`src/core/bil_defs.vh`:
```
`ifndef BIL_DEFS_VH
`define BIL_DEFS_VH
// clock and timing
`define BIL_CLK_MHZ         100
`define BIL_RST_PHASE_US    15
`define BIL_RST_PHASE_CYC   (`BIL_RST_PHASE_US * `BIL_CLK_MHZ)
`define BIL_LINK_EN_NS      200
`define BIL_LINK_EN_CYC     ((`BIL_LINK_EN_NS * `BIL_CLK_MHZ) / 1000)
`define BIL_SPI_CORE_MHZ    400
`define BIL_SPI_DIV         160
`define BIL_SPI_HALF_CYC    ((`BIL_CLK_MHZ * `BIL_SPI_DIV) / (`BIL_SPI_CORE_MHZ * 2))
`define BIL_LINK_TX_HALF    4
// image and check values
`define BIL_CRC_POLY        32'hedb88320
`define BIL_CRC_SEED        32'hffffffff
`define BIL_CRC_BYPASS      32'h0d15ab1e
`define BIL_NULL_CHANEND    32'h0000ff02
`define BIL_END_TOKEN       8'h01
// spi command
`define BIL_SPI_READ_CMD    8'h03
`define BIL_SPI_START_ADDR  24'h000000
// memory bases
`define BIL_RAM_BASE        14'h0000
`define BIL_OTP_BASE        11'h000
// security register field
`define BIL_SEC_BOOT_BIT    5
// boot source codes reported on boot_source_out
`define BIL_SRC_NONE        3'h0
`define BIL_SRC_RESV        3'h1
`define BIL_SRC_LINK        3'h2
`define BIL_SRC_SPI         3'h3
`define BIL_SRC_OTP         3'h4
`endif

```
`src/core/bil_crc32.v`:
```
`timescale 1ns/1ps
// byte-serial reflected crc-32, one byte per clock
module bil_crc32 (
    input  wire        ref_clk_in,
    input  wire        reset_in,
    input  wire        init_in,
    input  wire        byte_valid_in,
    input  wire [7:0]  byte_in,
    output reg  [31:0] crc_out
);
`include "bil_defs.vh"

    reg [31:0] crc_next;
    integer    i;

    // eight reflected shift steps, low bit enters first
    always @* begin
        crc_next = crc_out ^ {24'h000000, byte_in};
        for (i = 0; i < 8; i = i + 1) begin
            if (crc_next[0]) begin
                crc_next = (crc_next >> 1) ^ `BIL_CRC_POLY;
            end else begin
                crc_next = crc_next >> 1;
            end
        end
    end

    // seeded with all ones at each new image
    always @(posedge ref_clk_in) begin
        if (reset_in || init_in) begin
            crc_out <= `BIL_CRC_SEED;
        end else if (byte_valid_in) begin
            crc_out <= crc_next;
        end
    end
endmodule

```
`src/core/bil_boot_loader.v`:
```
`timescale 1ns/1ps
// What this block does
// - all pin drivers stay off while chip reset is held
// - after reset an internal phase runs, then pulls enable and booting starts
// - the low two of three boot straps pick test-port wait, reserved, link b or spi
// - secure-boot bit set overrides the straps and boots from otp
// - image is length word, that many program words, then a check word
// - a check word equal to the bypass value skips crc checking
// - length and check words arrive least significant byte first
// - program loads from the lowest ram address and runs from there
// - reflected crc-32 over length and program, seeded ones, result inverted
// - spi master clock is core 400 mhz divided by 160
// - spi boot sends one read command and a 24-bit zero address
// - spi uses clock polarity 0 and phase 0
// - every spi data byte arrives least significant bit first
// - link b is enabled about 200 ns after boot starts
// - enabling link b drops pull-downs, drives outputs low, watches inputs
// - link boot: ack word, image, end token in, end token out, free, jump
// - secure boot reads the image from otp address zero
module bil_boot_loader #(
    parameter RAM_AW = 14,
    parameter OTP_AW = 11
) (
    input  wire              ref_clk_in,
    input  wire              reset_in,
    input  wire [2:0]        boot_src_strap_in,
    input  wire              pll_ratio_strap_lo_in,
    input  wire              pll_ratio_strap_hi_in,
    input  wire [31:0]       security_reg_in,
    input  wire              spi_miso_in,
    input  wire              link_b_in_wire0_in,
    input  wire              link_b_in_wire1_in,
    input  wire [31:0]       otp_data_in,
    input  wire              otp_valid_in,
    output reg               gpio_pull_en_out,
    output reg               link_b_pulldown_en_out,
    output reg  [1:0]        boot_clk_ratio_out,
    output reg  [2:0]        boot_source_out,
    output reg               spi_oe_out,
    output reg               spi_ss_n_out,
    output reg               spi_sclk_out,
    output reg               spi_mosi_out,
    output reg               link_b_out_oe_out,
    output reg               link_b_out_wire0_out,
    output reg               link_b_out_wire1_out,
    output reg               otp_rd_out,
    output reg  [OTP_AW-1:0] otp_addr_out,
    output reg               ram_we_out,
    output reg  [RAM_AW-1:0] ram_addr_out,
    output reg  [31:0]       ram_wdata_out,
    output reg               chanend0_busy_out,
    output reg               jump_out,
    output reg  [RAM_AW-1:0] jump_addr_out,
    output reg               boot_done_out,
    output reg               boot_fail_out
);
`include "bil_defs.vh"

    localparam S_RST       = 4'h0;
    localparam S_SEL       = 4'h1;
    localparam S_SPI_CMD   = 4'h2;
    localparam S_LINK_WAIT = 4'h3;
    localparam S_ACK       = 4'h4;
    localparam S_LOAD      = 4'h5;
    localparam S_END_IN    = 4'h6;
    localparam S_END_OUT   = 4'h7;
    localparam S_FREE      = 4'h8;
    localparam S_JUMP      = 4'h9;
    localparam S_HALT      = 4'ha;
    localparam S_FAIL      = 4'hb;
    localparam [7:0] SPI_CMD = `BIL_SPI_READ_CMD;

    reg  [3:0]  state_reg;
    reg  [15:0] cnt_reg;
    reg  [8:0]  sy1_reg;
    reg  [8:0]  sy2_reg;
    reg  [1:0]  field_reg;
    reg  [1:0]  bcnt_reg;
    reg  [31:0] acc_reg;
    reg  [31:0] words_left_reg;
    reg  [31:0] ack_reg;
    reg         tx_go_reg;
    wire        spi_active;
    wire        byte_v;
    wire [7:0]  byte_d;
    wire [31:0] word_in;
    wire [31:0] crc_val;
    wire        crc_en;

    ////////////////////////////////////////////////////////////////////////
    // two-flop synchronisers for every pin input
    always @(posedge ref_clk_in) begin
        sy1_reg <= {security_reg_in[`BIL_SEC_BOOT_BIT], boot_src_strap_in,
                    pll_ratio_strap_hi_in, pll_ratio_strap_lo_in, spi_miso_in,
                    link_b_in_wire1_in, link_b_in_wire0_in};
        sy2_reg <= sy1_reg;
    end

    ////////////////////////////////////////////////////////////////////////
    // spi master engine, mode 0
    reg        spi_cmd_done_reg;
    reg [15:0] spi_div_reg;
    reg [31:0] spi_tx_reg;
    reg [4:0]  spi_txbits_reg;
    reg [7:0]  spi_rx_reg;
    reg [2:0]  spi_rxbits_reg;
    reg        spi_v_reg;
    reg [7:0]  spi_d_reg;

    assign spi_active = (state_reg == S_SPI_CMD) ||
                        (state_reg == S_LOAD && boot_source_out == `BIL_SRC_SPI);

    // sclk idles low, mosi changes on the falling edge, miso sampled rising
    always @(posedge ref_clk_in) begin
        spi_v_reg <= 1'b0;
        if (reset_in || !spi_active) begin
            spi_ss_n_out     <= 1'b1;
            spi_sclk_out     <= 1'b0;
            spi_mosi_out     <= 1'b0;
            spi_div_reg      <= 16'h0000;
            spi_cmd_done_reg <= 1'b0;
            spi_txbits_reg   <= 5'h00;
            spi_rxbits_reg   <= 3'h0;
            spi_tx_reg       <= 32'h00000000;
            spi_rx_reg       <= 8'h00;
            spi_d_reg        <= 8'h00;
        end else if (spi_ss_n_out) begin
            spi_ss_n_out <= 1'b0;
            spi_tx_reg   <= {`BIL_SPI_READ_CMD, `BIL_SPI_START_ADDR};
            spi_mosi_out <= SPI_CMD[7];
        end else if (spi_div_reg == `BIL_SPI_HALF_CYC - 1) begin
            spi_div_reg  <= 16'h0000;
            spi_sclk_out <= ~spi_sclk_out;
            if (!spi_sclk_out) begin
                if (spi_cmd_done_reg) begin
                    // first bit in is the byte's lowest
                    spi_rx_reg     <= {sy2_reg[2], spi_rx_reg[7:1]};
                    spi_rxbits_reg <= spi_rxbits_reg + 3'h1;
                    if (spi_rxbits_reg == 3'h7) begin
                        spi_v_reg <= 1'b1;
                        spi_d_reg <= {sy2_reg[2], spi_rx_reg[7:1]};
                    end
                end
            end else if (!spi_cmd_done_reg) begin
                spi_txbits_reg <= spi_txbits_reg + 5'h01;
                if (spi_txbits_reg == 5'h1f) begin
                    spi_cmd_done_reg <= 1'b1;
                    spi_mosi_out     <= 1'b0;
                end else begin
                    spi_tx_reg   <= {spi_tx_reg[30:0], 1'b0};
                    spi_mosi_out <= spi_tx_reg[30];
                end
            end
        end else begin
            spi_div_reg <= spi_div_reg + 16'h0001;
        end
    end

    ////////////////////////////////////////////////////////////////////////
    // link b receiver: 9-bit symbols, control flag first, data lsb first
    reg       l0_prev_reg;
    reg [8:0] lrx_sh_reg;
    reg [3:0] lrx_cnt_reg;
    reg       link_v_reg;
    reg       link_ctrl_reg;
    reg [7:0] link_d_reg;
    wire [8:0] lrx_next = {sy2_reg[1], lrx_sh_reg[8:1]};

    // inbound wire0 is sampled as the strobe, wire1 as data
    always @(posedge ref_clk_in) begin
        link_v_reg  <= 1'b0;
        l0_prev_reg <= sy2_reg[0];
        if (reset_in || !link_b_out_oe_out) begin
            lrx_sh_reg    <= 9'h000;
            lrx_cnt_reg   <= 4'h0;
            link_ctrl_reg <= 1'b0;
            link_d_reg    <= 8'h00;
        end else if (sy2_reg[0] && !l0_prev_reg) begin
            lrx_sh_reg <= lrx_next;
            if (lrx_cnt_reg == 4'h8) begin
                lrx_cnt_reg   <= 4'h0;
                link_v_reg    <= 1'b1;
                link_ctrl_reg <= lrx_next[0];
                link_d_reg    <= lrx_next[8:1];
            end else begin
                lrx_cnt_reg <= lrx_cnt_reg + 4'h1;
            end
        end
    end

    ////////////////////////////////////////////////////////////////////////
    // link b transmitter for the closing token; wires idle low
    reg       ltx_busy_reg;
    reg [8:0] ltx_sh_reg;
    reg [3:0] ltx_cnt_reg;
    reg [2:0] ltx_div_reg;

    always @(posedge ref_clk_in) begin
        if (reset_in || !link_b_out_oe_out) begin
            ltx_busy_reg         <= 1'b0;
            ltx_sh_reg           <= 9'h000;
            ltx_cnt_reg          <= 4'h0;
            ltx_div_reg          <= 3'h0;
            link_b_out_wire0_out <= 1'b0;
            link_b_out_wire1_out <= 1'b0;
        end else if (tx_go_reg) begin
            ltx_busy_reg         <= 1'b1;
            ltx_sh_reg           <= {1'b0, `BIL_END_TOKEN};
            link_b_out_wire1_out <= 1'b1; // control flag
            ltx_cnt_reg          <= 4'h0;
            ltx_div_reg          <= 3'h0;
        end else if (ltx_busy_reg) begin
            if (ltx_div_reg == `BIL_LINK_TX_HALF - 1) begin
                ltx_div_reg          <= 3'h0;
                link_b_out_wire0_out <= ~link_b_out_wire0_out;
                if (link_b_out_wire0_out) begin
                    ltx_cnt_reg <= ltx_cnt_reg + 4'h1;
                    if (ltx_cnt_reg == 4'h8) begin
                        ltx_busy_reg         <= 1'b0;
                        link_b_out_wire1_out <= 1'b0;
                    end else begin
                        link_b_out_wire1_out <= ltx_sh_reg[0];
                        ltx_sh_reg           <= ltx_sh_reg >> 1;
                    end
                end
            end else begin
                ltx_div_reg <= ltx_div_reg + 3'h1;
            end
        end
    end

    ////////////////////////////////////////////////////////////////////////
    // otp fetch: one word per read, handed on as four bytes low first
    reg        otp_pend_reg;
    reg [2:0]  otp_left_reg;
    reg [31:0] otp_word_reg;
    reg        otp_v_reg;
    reg [7:0]  otp_d_reg;

    always @(posedge ref_clk_in) begin
        otp_rd_out <= 1'b0;
        otp_v_reg  <= 1'b0;
        if (reset_in || state_reg != S_LOAD || boot_source_out != `BIL_SRC_OTP) begin
            otp_addr_out <= `BIL_OTP_BASE;
            otp_pend_reg <= 1'b0;
            otp_left_reg <= 3'h0;
            otp_word_reg <= 32'h00000000;
            otp_d_reg    <= 8'h00;
        end else if (otp_left_reg != 3'h0) begin
            otp_v_reg    <= 1'b1;
            otp_d_reg    <= otp_word_reg[7:0];
            otp_word_reg <= otp_word_reg >> 8;
            otp_left_reg <= otp_left_reg - 3'h1;
        end else if (otp_pend_reg) begin
            if (otp_valid_in) begin
                otp_pend_reg <= 1'b0;
                otp_word_reg <= otp_data_in;
                otp_left_reg <= 3'h4;
                otp_addr_out <= otp_addr_out + 1'b1;
            end
        end else begin
            otp_rd_out   <= 1'b1;
            otp_pend_reg <= 1'b1;
        end
    end

    ////////////////////////////////////////////////////////////////////////
    // common byte stream; only the selected source is ever running
    assign byte_v  = spi_v_reg | otp_v_reg | (link_v_reg & ~link_ctrl_reg);
    assign byte_d  = spi_d_reg | otp_d_reg | (link_ctrl_reg ? 8'h00 : link_d_reg);
    assign word_in = {byte_d, acc_reg[31:8]};
    assign crc_en  = byte_v && state_reg == S_LOAD && field_reg != 2'h2;

    bil_crc32 u_crc (
        .ref_clk_in    (ref_clk_in),
        .reset_in      (reset_in),
        .init_in       (state_reg == S_SEL),
        .byte_valid_in (crc_en),
        .byte_in       (byte_d),
        .crc_out       (crc_val)
    );

    ////////////////////////////////////////////////////////////////////////
    // boot sequencer and image parser
    always @(posedge ref_clk_in) begin
        ram_we_out <= 1'b0;
        jump_out   <= 1'b0;
        tx_go_reg  <= 1'b0;
        if (reset_in) begin
            state_reg              <= S_RST;
            cnt_reg                <= 16'h0000;
            gpio_pull_en_out       <= 1'b0;
            link_b_pulldown_en_out <= 1'b0;
            spi_oe_out             <= 1'b0;
            link_b_out_oe_out      <= 1'b0;
            boot_clk_ratio_out     <= 2'h0;
            boot_source_out        <= `BIL_SRC_NONE;
            ram_addr_out           <= `BIL_RAM_BASE;
            ram_wdata_out          <= 32'h00000000;
            chanend0_busy_out      <= 1'b0;
            jump_addr_out          <= `BIL_RAM_BASE;
            boot_done_out          <= 1'b0;
            boot_fail_out          <= 1'b0;
            field_reg              <= 2'h0;
            bcnt_reg               <= 2'h0;
            acc_reg                <= 32'h00000000;
            words_left_reg         <= 32'h00000000;
            ack_reg                <= 32'h00000000;
        end else begin
            case (state_reg)
                S_RST: begin
                    // pll ratio straps are looked at once, at the end of this phase; boot straps and secure bit once, the cycle after in S_SEL
                    cnt_reg <= cnt_reg + 16'h0001;
                    if (cnt_reg == `BIL_RST_PHASE_CYC - 1) begin
                        cnt_reg                <= 16'h0000;
                        gpio_pull_en_out       <= 1'b1;
                        link_b_pulldown_en_out <= 1'b1;
                        boot_clk_ratio_out     <= sy2_reg[4:3];
                        state_reg              <= S_SEL;
                    end
                end
                S_SEL: begin
                    field_reg <= 2'h0;
                    bcnt_reg  <= 2'h0;
                    if (sy2_reg[8]) begin
                        boot_source_out <= `BIL_SRC_OTP;
                        state_reg       <= S_LOAD;
                    end else begin
                        case (sy2_reg[6:5])
                            2'h2: begin
                                boot_source_out <= `BIL_SRC_LINK;
                                state_reg       <= S_LINK_WAIT;
                            end
                            2'h3: begin
                                boot_source_out <= `BIL_SRC_SPI;
                                spi_oe_out      <= 1'b1;
                                state_reg       <= S_SPI_CMD;
                            end
                            2'h1: begin
                                boot_source_out <= `BIL_SRC_RESV;
                                state_reg       <= S_HALT;
                            end
                            default: state_reg <= S_HALT;
                        endcase
                    end
                end
                S_SPI_CMD: begin
                    if (spi_cmd_done_reg) begin
                        state_reg <= S_LOAD;
                    end
                end
                S_LINK_WAIT: begin
                    cnt_reg <= cnt_reg + 16'h0001;
                    if (cnt_reg == `BIL_LINK_EN_CYC - 1) begin
                        link_b_pulldown_en_out <= 1'b0;
                        link_b_out_oe_out      <= 1'b1;
                        chanend0_busy_out      <= 1'b1;
                        state_reg              <= S_ACK;
                    end
                end
                S_ACK: begin
                    if (byte_v) begin
                        acc_reg  <= word_in;
                        bcnt_reg <= bcnt_reg + 2'h1;
                        if (bcnt_reg == 2'h3) begin
                            ack_reg   <= word_in;
                            state_reg <= S_LOAD;
                        end
                    end
                end
                S_LOAD: begin
                    if (byte_v) begin
                        acc_reg  <= word_in;
                        bcnt_reg <= bcnt_reg + 2'h1;
                        if (bcnt_reg == 2'h3) begin
                            case (field_reg)
                                2'h0: begin
                                    words_left_reg <= word_in;
                                    field_reg <= (word_in == 32'h0) ? 2'h2 : 2'h1;
                                end
                                2'h1: begin
                                    ram_we_out     <= 1'b1;
                                    ram_wdata_out  <= word_in;
                                    words_left_reg <= words_left_reg - 32'h1;
                                    if (words_left_reg == 32'h1) begin
                                        field_reg <= 2'h2;
                                    end
                                end
                                default: begin
                                    if (word_in == `BIL_CRC_BYPASS ||
                                        word_in == ~crc_val) begin
                                        state_reg <= (boot_source_out == `BIL_SRC_LINK)
                                                     ? S_END_IN : S_JUMP;
                                    end else begin
                                        state_reg <= S_FAIL;
                                    end
                                end
                            endcase
                        end
                    end
                    // address advances after each written word
                    if (ram_we_out) begin
                        ram_addr_out <= ram_addr_out + 1'b1;
                    end
                end
                S_END_IN: begin
                    if (link_v_reg && link_ctrl_reg && link_d_reg == `BIL_END_TOKEN) begin
                        // a null channel end means no token goes back
                        if (ack_reg == `BIL_NULL_CHANEND) begin
                            state_reg <= S_FREE;
                        end else begin
                            tx_go_reg <= 1'b1;
                            state_reg <= S_END_OUT;
                        end
                    end
                end
                S_END_OUT: begin
                    if (!tx_go_reg && !ltx_busy_reg) begin
                        state_reg <= S_FREE;
                    end
                end
                S_FREE: begin
                    chanend0_busy_out <= 1'b0;
                    state_reg         <= S_JUMP;
                end
                S_JUMP: begin
                    jump_out      <= 1'b1;
                    jump_addr_out <= `BIL_RAM_BASE;
                    boot_done_out <= 1'b1;
                    spi_oe_out    <= 1'b0;
                    state_reg     <= S_HALT;
                end
                S_FAIL: begin
                    boot_fail_out <= 1'b1;
                    spi_oe_out    <= 1'b0;
                    state_reg     <= S_HALT;
                end
                S_HALT: begin
                    state_reg <= S_HALT;
                end
                default: state_reg <= S_RST;
            endcase
        end
    end
endmodule

```
`config.mk`:
```
export PLATFORM = sky130hd
export DESIGN_NAME = bil_boot_loader
export DESIGN_NICKNAME = d
export VERILOG_FILES = /design/src/core/bil_crc32.v /design/src/core/bil_boot_loader.v
export VERILOG_INCLUDE_DIRS = /design/src /design/src/core
export SDC_FILE = /design/constraint.sdc
export NUM_CORES = 1
export LEC_CHECK = 0
export BUFFER_PORTS_ARGS = -buffer_cell sky130_fd_sc_hd__clkbuf_2
export CORE_MARGIN = 1.5
export CORE_UTILIZATION = 25
export CTS_CLUSTER_SIZE = 24
export DETAILED_ROUTE_END_ITERATION = 16
export HOLD_SLACK_MARGIN = 0.12
export PLACE_DENSITY = 0.51
export SLEW_MARGIN = 25
export SYNTH_ARGS = -nofsm -noshare
export SYNTH_HDL_FRONTEND = slang
export SYNTH_SLANG_ARGS = --single-unit
```
`constraint.sdc`:
```
create_clock -name ref_clk_in -period 3.35 [get_ports ref_clk_in]
set_clock_uncertainty 0.1 [all_clocks]
set_input_delay 0 -clock ref_clk_in [delete_from_list [all_inputs] [get_ports ref_clk_in]]
set_output_delay 0 -clock ref_clk_in [all_outputs]
set_load 0.05 [all_outputs]
```
==> flow_metrics.py, run 1 <==
metrics = {
    "status": {
        "status": "completed",
    },
    "placed_design": {
        "io_buffers": 119,
        "hpwlAfterDp_mm": 30.8,
        "place_congestion": 0.816,
        "placed_area_mm2": 0.0178,
        "dp_cells": 2818,
    },
    "logic_synthesis": {
        "syn_avg_cell_area_um2": 8.43,
        "yosysSeqAreaShare_pct": 44.4,
        "synth_edf_count": 0,
        "netlist_area_mm2": 0.0164,
        "synthFlopType": "dfxtp_1",
        "async_reset_ff_share_pct": 0,
        "ys_ff_latch": 363,
        "ys_top_cells_by_area": "dfxtp_1 44%, nand2_1 7.4%, nor2_1 5.6%",
        "netlist_instances": 1943,
        "yosysWarnings": 0,
        "synth_cell_type_count": 78,
        "synth_top_area_share_pct": 44.4,
        "yosys.area.top_type": "dfxtp_1",
    },
    "routing": {
        "dr.pass1.iters": 5,
        "vias": 14000,
        "route.detailed.drc": 0,
        "wirelength_mm": 46.0,
        "detail-route-antenna-nets": 0,
        "drt-vias-per-instance": 4.71,
        "drtIter0Drc": 843,
        "wire_per_inst_um": 15.4,
    },
    "power": {
        "sequentialPowerShare_pct": 43.1,
        "power_density_mw_per_mm2": 505,
        "switching_power_mw": 2.37,
        "combinationalPowerShare_pct": 5.4,
        "clkPwrFrac_pct": 51.5,
        "p_sw_share_pct": 23.3,
        "ir_drop_uv": 324,
        "totalPowerFinal_mw": 10.2,
        "p_leak_nw": 7.36,
        "power_report.internal_total_mw": 7.82,
    },
    "critical_path": {
        "endpoint_kind": "register",
        "critPathRequiredTime_ns": 3.71,
        "r2r-end": "field_reg[0]$_SDFFE_PP0P_",
        "path_class": "reg -> reg",
        "startpoint_type": "register",
        "cp.arrival_ns": 3.22,
        "r2r_slack_ns": 0.49,
        "cp_max_fo": 7,
        "r2r_cells": 7,
        "r2r-start": "words_left_reg[18]$_SDFFE_PP0P_",
    },
    "finish": {
        "nFillCells": 6692,
        "fin_cells": 2978,
        "antenna_cells": 0,
        "multiInputGateArea_mm2": 0.00846,
        "drive_gt1_share_pct": 12.8,
        "finalInstanceArea_mm2": 0.0202,
        "layout.nets": 2183,
        "seq_area_mm2": 0.00727,
        "syn2layout_area_growth_pct": 23.3,
    },
    "sta": {
        "final.min_clock_period_ns": 2.86,
        "max_freq_mhz": 349,
        "setup_viol": 0,
        "drv_slew": 0,
        "rsz0062_at_grt": "no",
        "fin_crit_sh_pct": 85.4,
        "whs_ns": 0.226,
        "maxSlewHeadroom_pct": 40.9,
        "hold_viol_final": 0,
        "fin_tns_setup_ns": 0,
        "worst-slew-pin-transition_ns": 0.886,
    },
    "clock_tree": {
        "numCtsBuffers": 44,
        "ctsHtreeMaxLevel": 2,
        "clk_pin_slew_worst_paths_ns": 0.06,
        "cts_tree": "done",
        "postCtsSetupRepairBufs": 0,
        "cts_root_buf": "clkbuf_16",
        "clk_latency_ns": 0.59,
        "hold_buffers": 82,
        "cts_buffer_depth": 3,
        "cts.repair.resized": 0,
        "cts_num_sinks": 363,
    },
    "worst_hold_path": {
        "min_path_type": "reg -> reg",
        "holdCritStartpoint": "sy1_reg[4]$_DFF_P_",
        "whs_path_depth": 0,
        "min_to": "sy2_reg[4]$_DFF_P_",
    },
    "grt": {
        "grt-ovfl-total": 0,
        "grt_first_pass_wirelength_mm": 73.2,
        "grt_max_degree": 104,
        "first_global_vias": 13500,
        "grtUsageTotal_pct": 13.5,
        "antenna_found_initial": 0,
    },
    "floorplanning": {
        "ios": 166,
        "die_x_um": 259,
        "core_area_mm2": 0.0646,
        "start_util_pct": 25.4,
        "rows": 93,
        "dieHeight_um": 259,
        "die_area_mm2": 0.0671,
    },
    "run": {
        "cap_violations": 0,
    },
}
-- power groups by stage --
stage | Combinational, mW | Sequential, mW | Clock [mW]
6_report | 0.555 | 4.39 | 5.24
5_1_grt | 0.611 | 4.40 | 5.57
4_1_cts | 0.552 | 4.39 | 5.40
3_5_place_dp | 0.477 | 4.49 | 0
3_3_place_gp | 0.473 | 4.49 | 0
2_1_floorplan | 0.343 | 4.49 | 0
-- cell type report --
cell class / count / share of cell area (%)
clock buffer: 58 / 6.06
clock inverter: 20 / 1.81
inverter: 26 / 0.483
multi-input combinational: 1418 / 41.9
sequential: 363 / 36.0
tap: 855 / 5.30
timing repair buffer: 238 / 8.46
-- cell usage after synthesis (33+ instances only) --
library cell,number
dfxtp_1,363
nand2_1,325
nor2_1,243
a21oi_1,141
clkbuf_1,119
xnor2_1,76
o21ai_0,57
mux2i_1,51
xor2_1,50
nor3_1,36
nor4_1,35
o211ai_1,35
nand3_1,34
a211oi_1,33
-- per-layer routing --
metal / up-vias / track usage [%] / part of all wire, %
li1: 6996 / - / -
met1: 6654 / 17.6 / 45
met2: 321 / 22.4 / 47
met3: 62 / 2.76 / 5.5
met4: 0 / 4.13 / 2.1
met5: - / 0 / 0
-- kinds of logic after synthesis --
logic type / count (synthesis) / share of synthesized area, %
other: 1 / 0.0229
multiplexers: 52 / 3.19
adder cells (fa/ha/maj): 17 / 1.30
XOR/XNOR: 143 / 9.06
AND/OR/NAND/NOR: 818 / 22.9
buffers and inverters: 175 / 4.52
flip-flops: 363 / 44.4
AO/OA/AOI/OAI: 374 / 14.6
-- worst max path at each step --
stage	startpoint	depth (start not counted)	end
final	words_left_reg[18]$_SDFFE_PP0P_	7	field_reg[0]$_SDFFE_PP0P_
after global routing	spi_div_reg[0]$_SDFFE_PP0N_	7	spi_tx_reg[25]$_SDFFE_PP0P_
after CTS	words_left_reg[18]$_SDFFE_PP0P_	7	field_reg[0]$_SDFFE_PP0P_
after detailed placement	words_left_reg[18]$_SDFFE_PP0P_	7	field_reg[0]$_SDFFE_PP0P_
after global placement	words_left_reg[18]$_SDFFE_PP0P_	7	field_reg[0]$_SDFFE_PP0P_
after floorplan	words_left_reg[18]$_SDFFE_PP0P_	7	words_left_reg[27]$_SDFFE_PP0P_
-- metrics by stage --
step                      setup slack (ns)  utilization (%)
final                                0.489             31.3
after global routing                 0.329             31.3
after CTS                            0.535             31.3
after detailed placement             0.554             27.5
after global placement               0.552             27.5
after floorplan                      0.944                -
-- cells in the final DEF (no fill, tap or decap), types with 34 or more instances in the layout --
| master | netlist | final |
|---|---|---|
| dfxtp_1 | 363 | 363 |
| nand2_1 | 325 | 324 |
| nor2_1 | 243 | 241 |
| a21oi_1 | 141 | 141 |
| clkbuf_2 | 1 | 118 |
| dlygate4sd3_1 | 0 | 82 |
| xnor2_1 | 76 | 76 |
| o21ai_0 | 57 | 57 |
| mux2i_1 | 51 | 51 |
| xor2_1 | 50 | 50 |
| clkbuf_16 | 0 | 44 |
| buf_4 | 14 | 37 |
| nor4_1 | 35 | 35 |
| o211ai_1 | 35 | 35 |
| nor3_1 | 36 | 34 |
-- worst max-delay path, stage by stage, from the launching register on --
cell	delay (ns)
dfxtp_1	0.36
or4_4	0.58
or3_1	0.39
o41ai_1	0.59
a31oi_1	0.21
a21oi_1	0.17
nor2_1	0.07
a22o_1	0.26
(Power assumes the default switching activity.)
==> run 2, diff against run 1 <==
Settings changed: RECOVER_POWER set to 50, SYNTH_HIERARCHICAL set to 1.
==> run 2 against run 1 <==
  * Flip-flop and latch count is the same
  * Critical endpoint is now otp_word_reg[25]$_SDFFE_PP0P_
  * Die area grew 1.4%
  * Setup slack lost 0.12 ns
  * Largest power group unchanged
  * Hold slack is essentially flat
  * Via count grew 4.3%
==> flow_metrics.py, run 2 <==
metrics = {
    "logic_synthesis": {
        "yosys.cell_count.top_type": "dfxtp_1",
        "synthSimpleGateAreaFrac_pct": 24.0,
        "synthFlopType": "dfxtp_1",
        "synth_top_area_share_pct": 43.8,
        "async_reset_ff_share_pct": 0,
        "synth_edf_count": 0,
        "synthAdderAreaFrac_pct": 1.28,
        "syn_avg_cell_area_um2": 8.26,
        "synth_cell_type_count": 92,
        "yosysSeqAreaShare_pct": 43.8,
        "synth_commonest_cells": "363 x dfxtp_1, 344 x nand2_1, 254 x nor2_1",
        "yosys.area.top_type": "dfxtp_1",
        "synthXorXnorAreaFrac_pct": 8.32,
        "ys_ff_latch": 363,
        "ys_top_cells_by_area": "dfxtp_1 44%, nand2_1 7.8%, nor2_1 5.7%",
        "synth_mux_area_share_pct": 2.01,
        "synth_compound_gate_area_share_pct": 15.6,
        "synth_top_family_by_area": "simple AND/OR/NAND/NOR gates",
        "netlist_area_mm2": 0.0166,
        "netlist_instances": 2010,
        "yosysWarnings": 6,
    },
    "grt": {
        "grt_first_pass_wirelength_mm": 76.9,
        "grtUsageTotal_pct": 14.0,
        "grt-ovfl-total": 0,
        "first_global_vias": 14100,
        "antenna_found_initial": 0,
        "grt_max_degree": 136,
    },
    "routing": {
        "detail-route-antenna-nets": 0,
        "wire_per_inst_um": 15.6,
        "drt-vias-per-instance": 4.74,
        "dr.pass1.iters": 5,
        "wirelength_mm": 48.1,
        "route.detailed.drc": 0,
        "drtIter0Drc": 840,
        "vias": 14600,
    },
    "placed_design": {
        "placed_area_mm2": 0.0180,
        "place_congestion": 0.810,
        "hpwlAfterDp_mm": 31.9,
        "io_buffers": 119,
    },
    "clock_tree": {
        "cts_root_buf": "clkbuf_16",
        "cts_buffer_depth": 3,
        "numCtsBuffers": 44,
        "cts.repair.resized": 0,
        "clk_latency_ns": 0.57,
        "cts_tree": "done",
        "clk_pin_slew_worst_paths_ns": 0.06,
        "cts_num_sinks": 363,
        "ctsHtreeMaxLevel": 2,
    },
    "critical_path": {
        "critPathRequiredTime_ns": 3.77,
        "cp_max_fo": 16,
        "endpoint_kind": "register",
        "cp.arrival_ns": 3.40,
        "path_class": "reg -> reg",
        "startpoint_type": "register",
    },
    "floorplanning": {
        "rows": 94,
        "start_util_pct": 25.3,
        "ios": 166,
        "dieHeight_um": 261,
        "die_area_mm2": 0.0680,
        "die_x_um": 261,
        "core_area_mm2": 0.0657,
    },
    "sta": {
        "final.min_clock_period_ns": 2.98,
        "maxSlewHeadroom_pct": 24.4,
        "fin_crit_sh_pct": 89.0,
        "rsz0062_at_grt": "no",
        "max_freq_mhz": 335,
        "whs_ns": 0.226,
        "drv_slew": 0,
        "setup_viol": 0,
        "fin_tns_setup_ns": 0,
        "hold_viol_final": 0,
        "worst-slew-pin-transition_ns": 1.13,
    },
    "power": {
        "ir_drop_uv": 355,
        "power_density_mw_per_mm2": 476,
        "switching_power_mw": 2.11,
        "totalPowerFinal_mw": 9.78,
        "p_leak_nw": 7.30,
        "sequentialPowerShare_pct": 44.4,
        "combinationalPowerShare_pct": 2.0,
        "power_report.internal_total_mw": 7.66,
        "clkPwrFrac_pct": 53.6,
        "p_sw_share_pct": 21.6,
    },
    "status": {
        "status": "completed",
    },
    "finish": {
        "finalInstanceArea_mm2": 0.0205,
        "final_cell_mix": "363 x dfxtp_1, 344 x nand2_1, 254 x nor2_1",
        "seq_area_mm2": 0.00727,
        "layout.nets": 2280,
        "syn2layout_area_growth_pct": 23.8,
        "antenna_cells": 0,
        "drive_gt1_share_pct": 9.04,
        "nFillCells": 6869,
        "final_common_cell": "dfxtp_1",
        "multiInputGateArea_mm2": 0.00856,
    },
    "run": {
        "cap_violations": 0,
    },
    "worst_hold_path": {
        "min_path_type": "reg -> reg",
    },
}
## run 2: power groups by stage
stage	registers, mW	clock network, mW	logic (mW)
after floorplan	4.43	0	0.0952
after global placement	4.44	0	0.125
after detailed placement	4.44	0	0.125
after CTS	4.34	5.41	0.189
after global routing	4.34	5.59	0.208
final	4.34	5.24	0.194
## run 2: final cells by class
class,count,share of cell area (%)
multi-input cells,1475,41.7
flip-flops and latches,363,35.4
repair buffers,270,9.30
clock buffers,61,6.30
well taps,864,5.26
clock inverters,20,1.49
inverters,34,0.621
## run 2: what timing repair did
item | CTS | global route
endpoints found under the setup margin | 0 | 0
endpoints found under the hold margin | 83 | 0
hold buffers | 103 | 0
setup buffers | 0 | 0
## run 2: cells by family (layout without fill, tap and decap cells)
family,after synthesis,after routing
mux,33,33
buf+inv,185,385
compound gates,407,407
fa+ha+maj,17,17
simple gates,868,868
flops,363,363
other cells,1,14
xor+xnor,136,136
## run 2: path summary, 6_finish.rpt
path | from | to | slack [ns] | cells after the start
worst max-delay path | state_reg[2]$_SDFFE_PP0P_ | otp_word_reg[25]$_SDFFE_PP0P_ | 0.37 | 5
worst min-delay path | sy1_reg[6]$_DFF_P_ | sy2_reg[6]$_DFF_P_ | 0.23 | 0
worst max register to register | state_reg[2]$_SDFFE_PP0P_ | otp_word_reg[25]$_SDFFE_PP0P_ | 0.37 | 5
worst min register to register | sy1_reg[6]$_DFF_P_ | sy2_reg[6]$_DFF_P_ | 0.23 | 0
## run 2: metrics by stage
stage,util (%),setup slack (ns),cells
6_report,31.3,0.369,3087
4_1_cts,31.5,0.581,3087
2_1_floorplan,-,0.692,2023
3_3_place_gp,27.4,0.599,2903
3_5_place_dp,27.4,0.601,2903
5_1_grt,31.3,0.233,3087
## run 2: critical path, stage by stage, from the launching register on
cell           delay [ns]
dfxtp_1              0.60
and4bb_1             0.29
clkbuf_1             0.47
nand3_1              0.57
a21oi_1              0.33
dlygate4sd3_1        0.57
## run 2: per-layer routing
metal	vias up	share of wire, %	global-route usage (%)
met5	-	0	0
li1	7287	-	-
met4	0	2.6	4.37
met2	321	47	23.4
met3	75	5.0	2.98
met1	6953	45	17.9
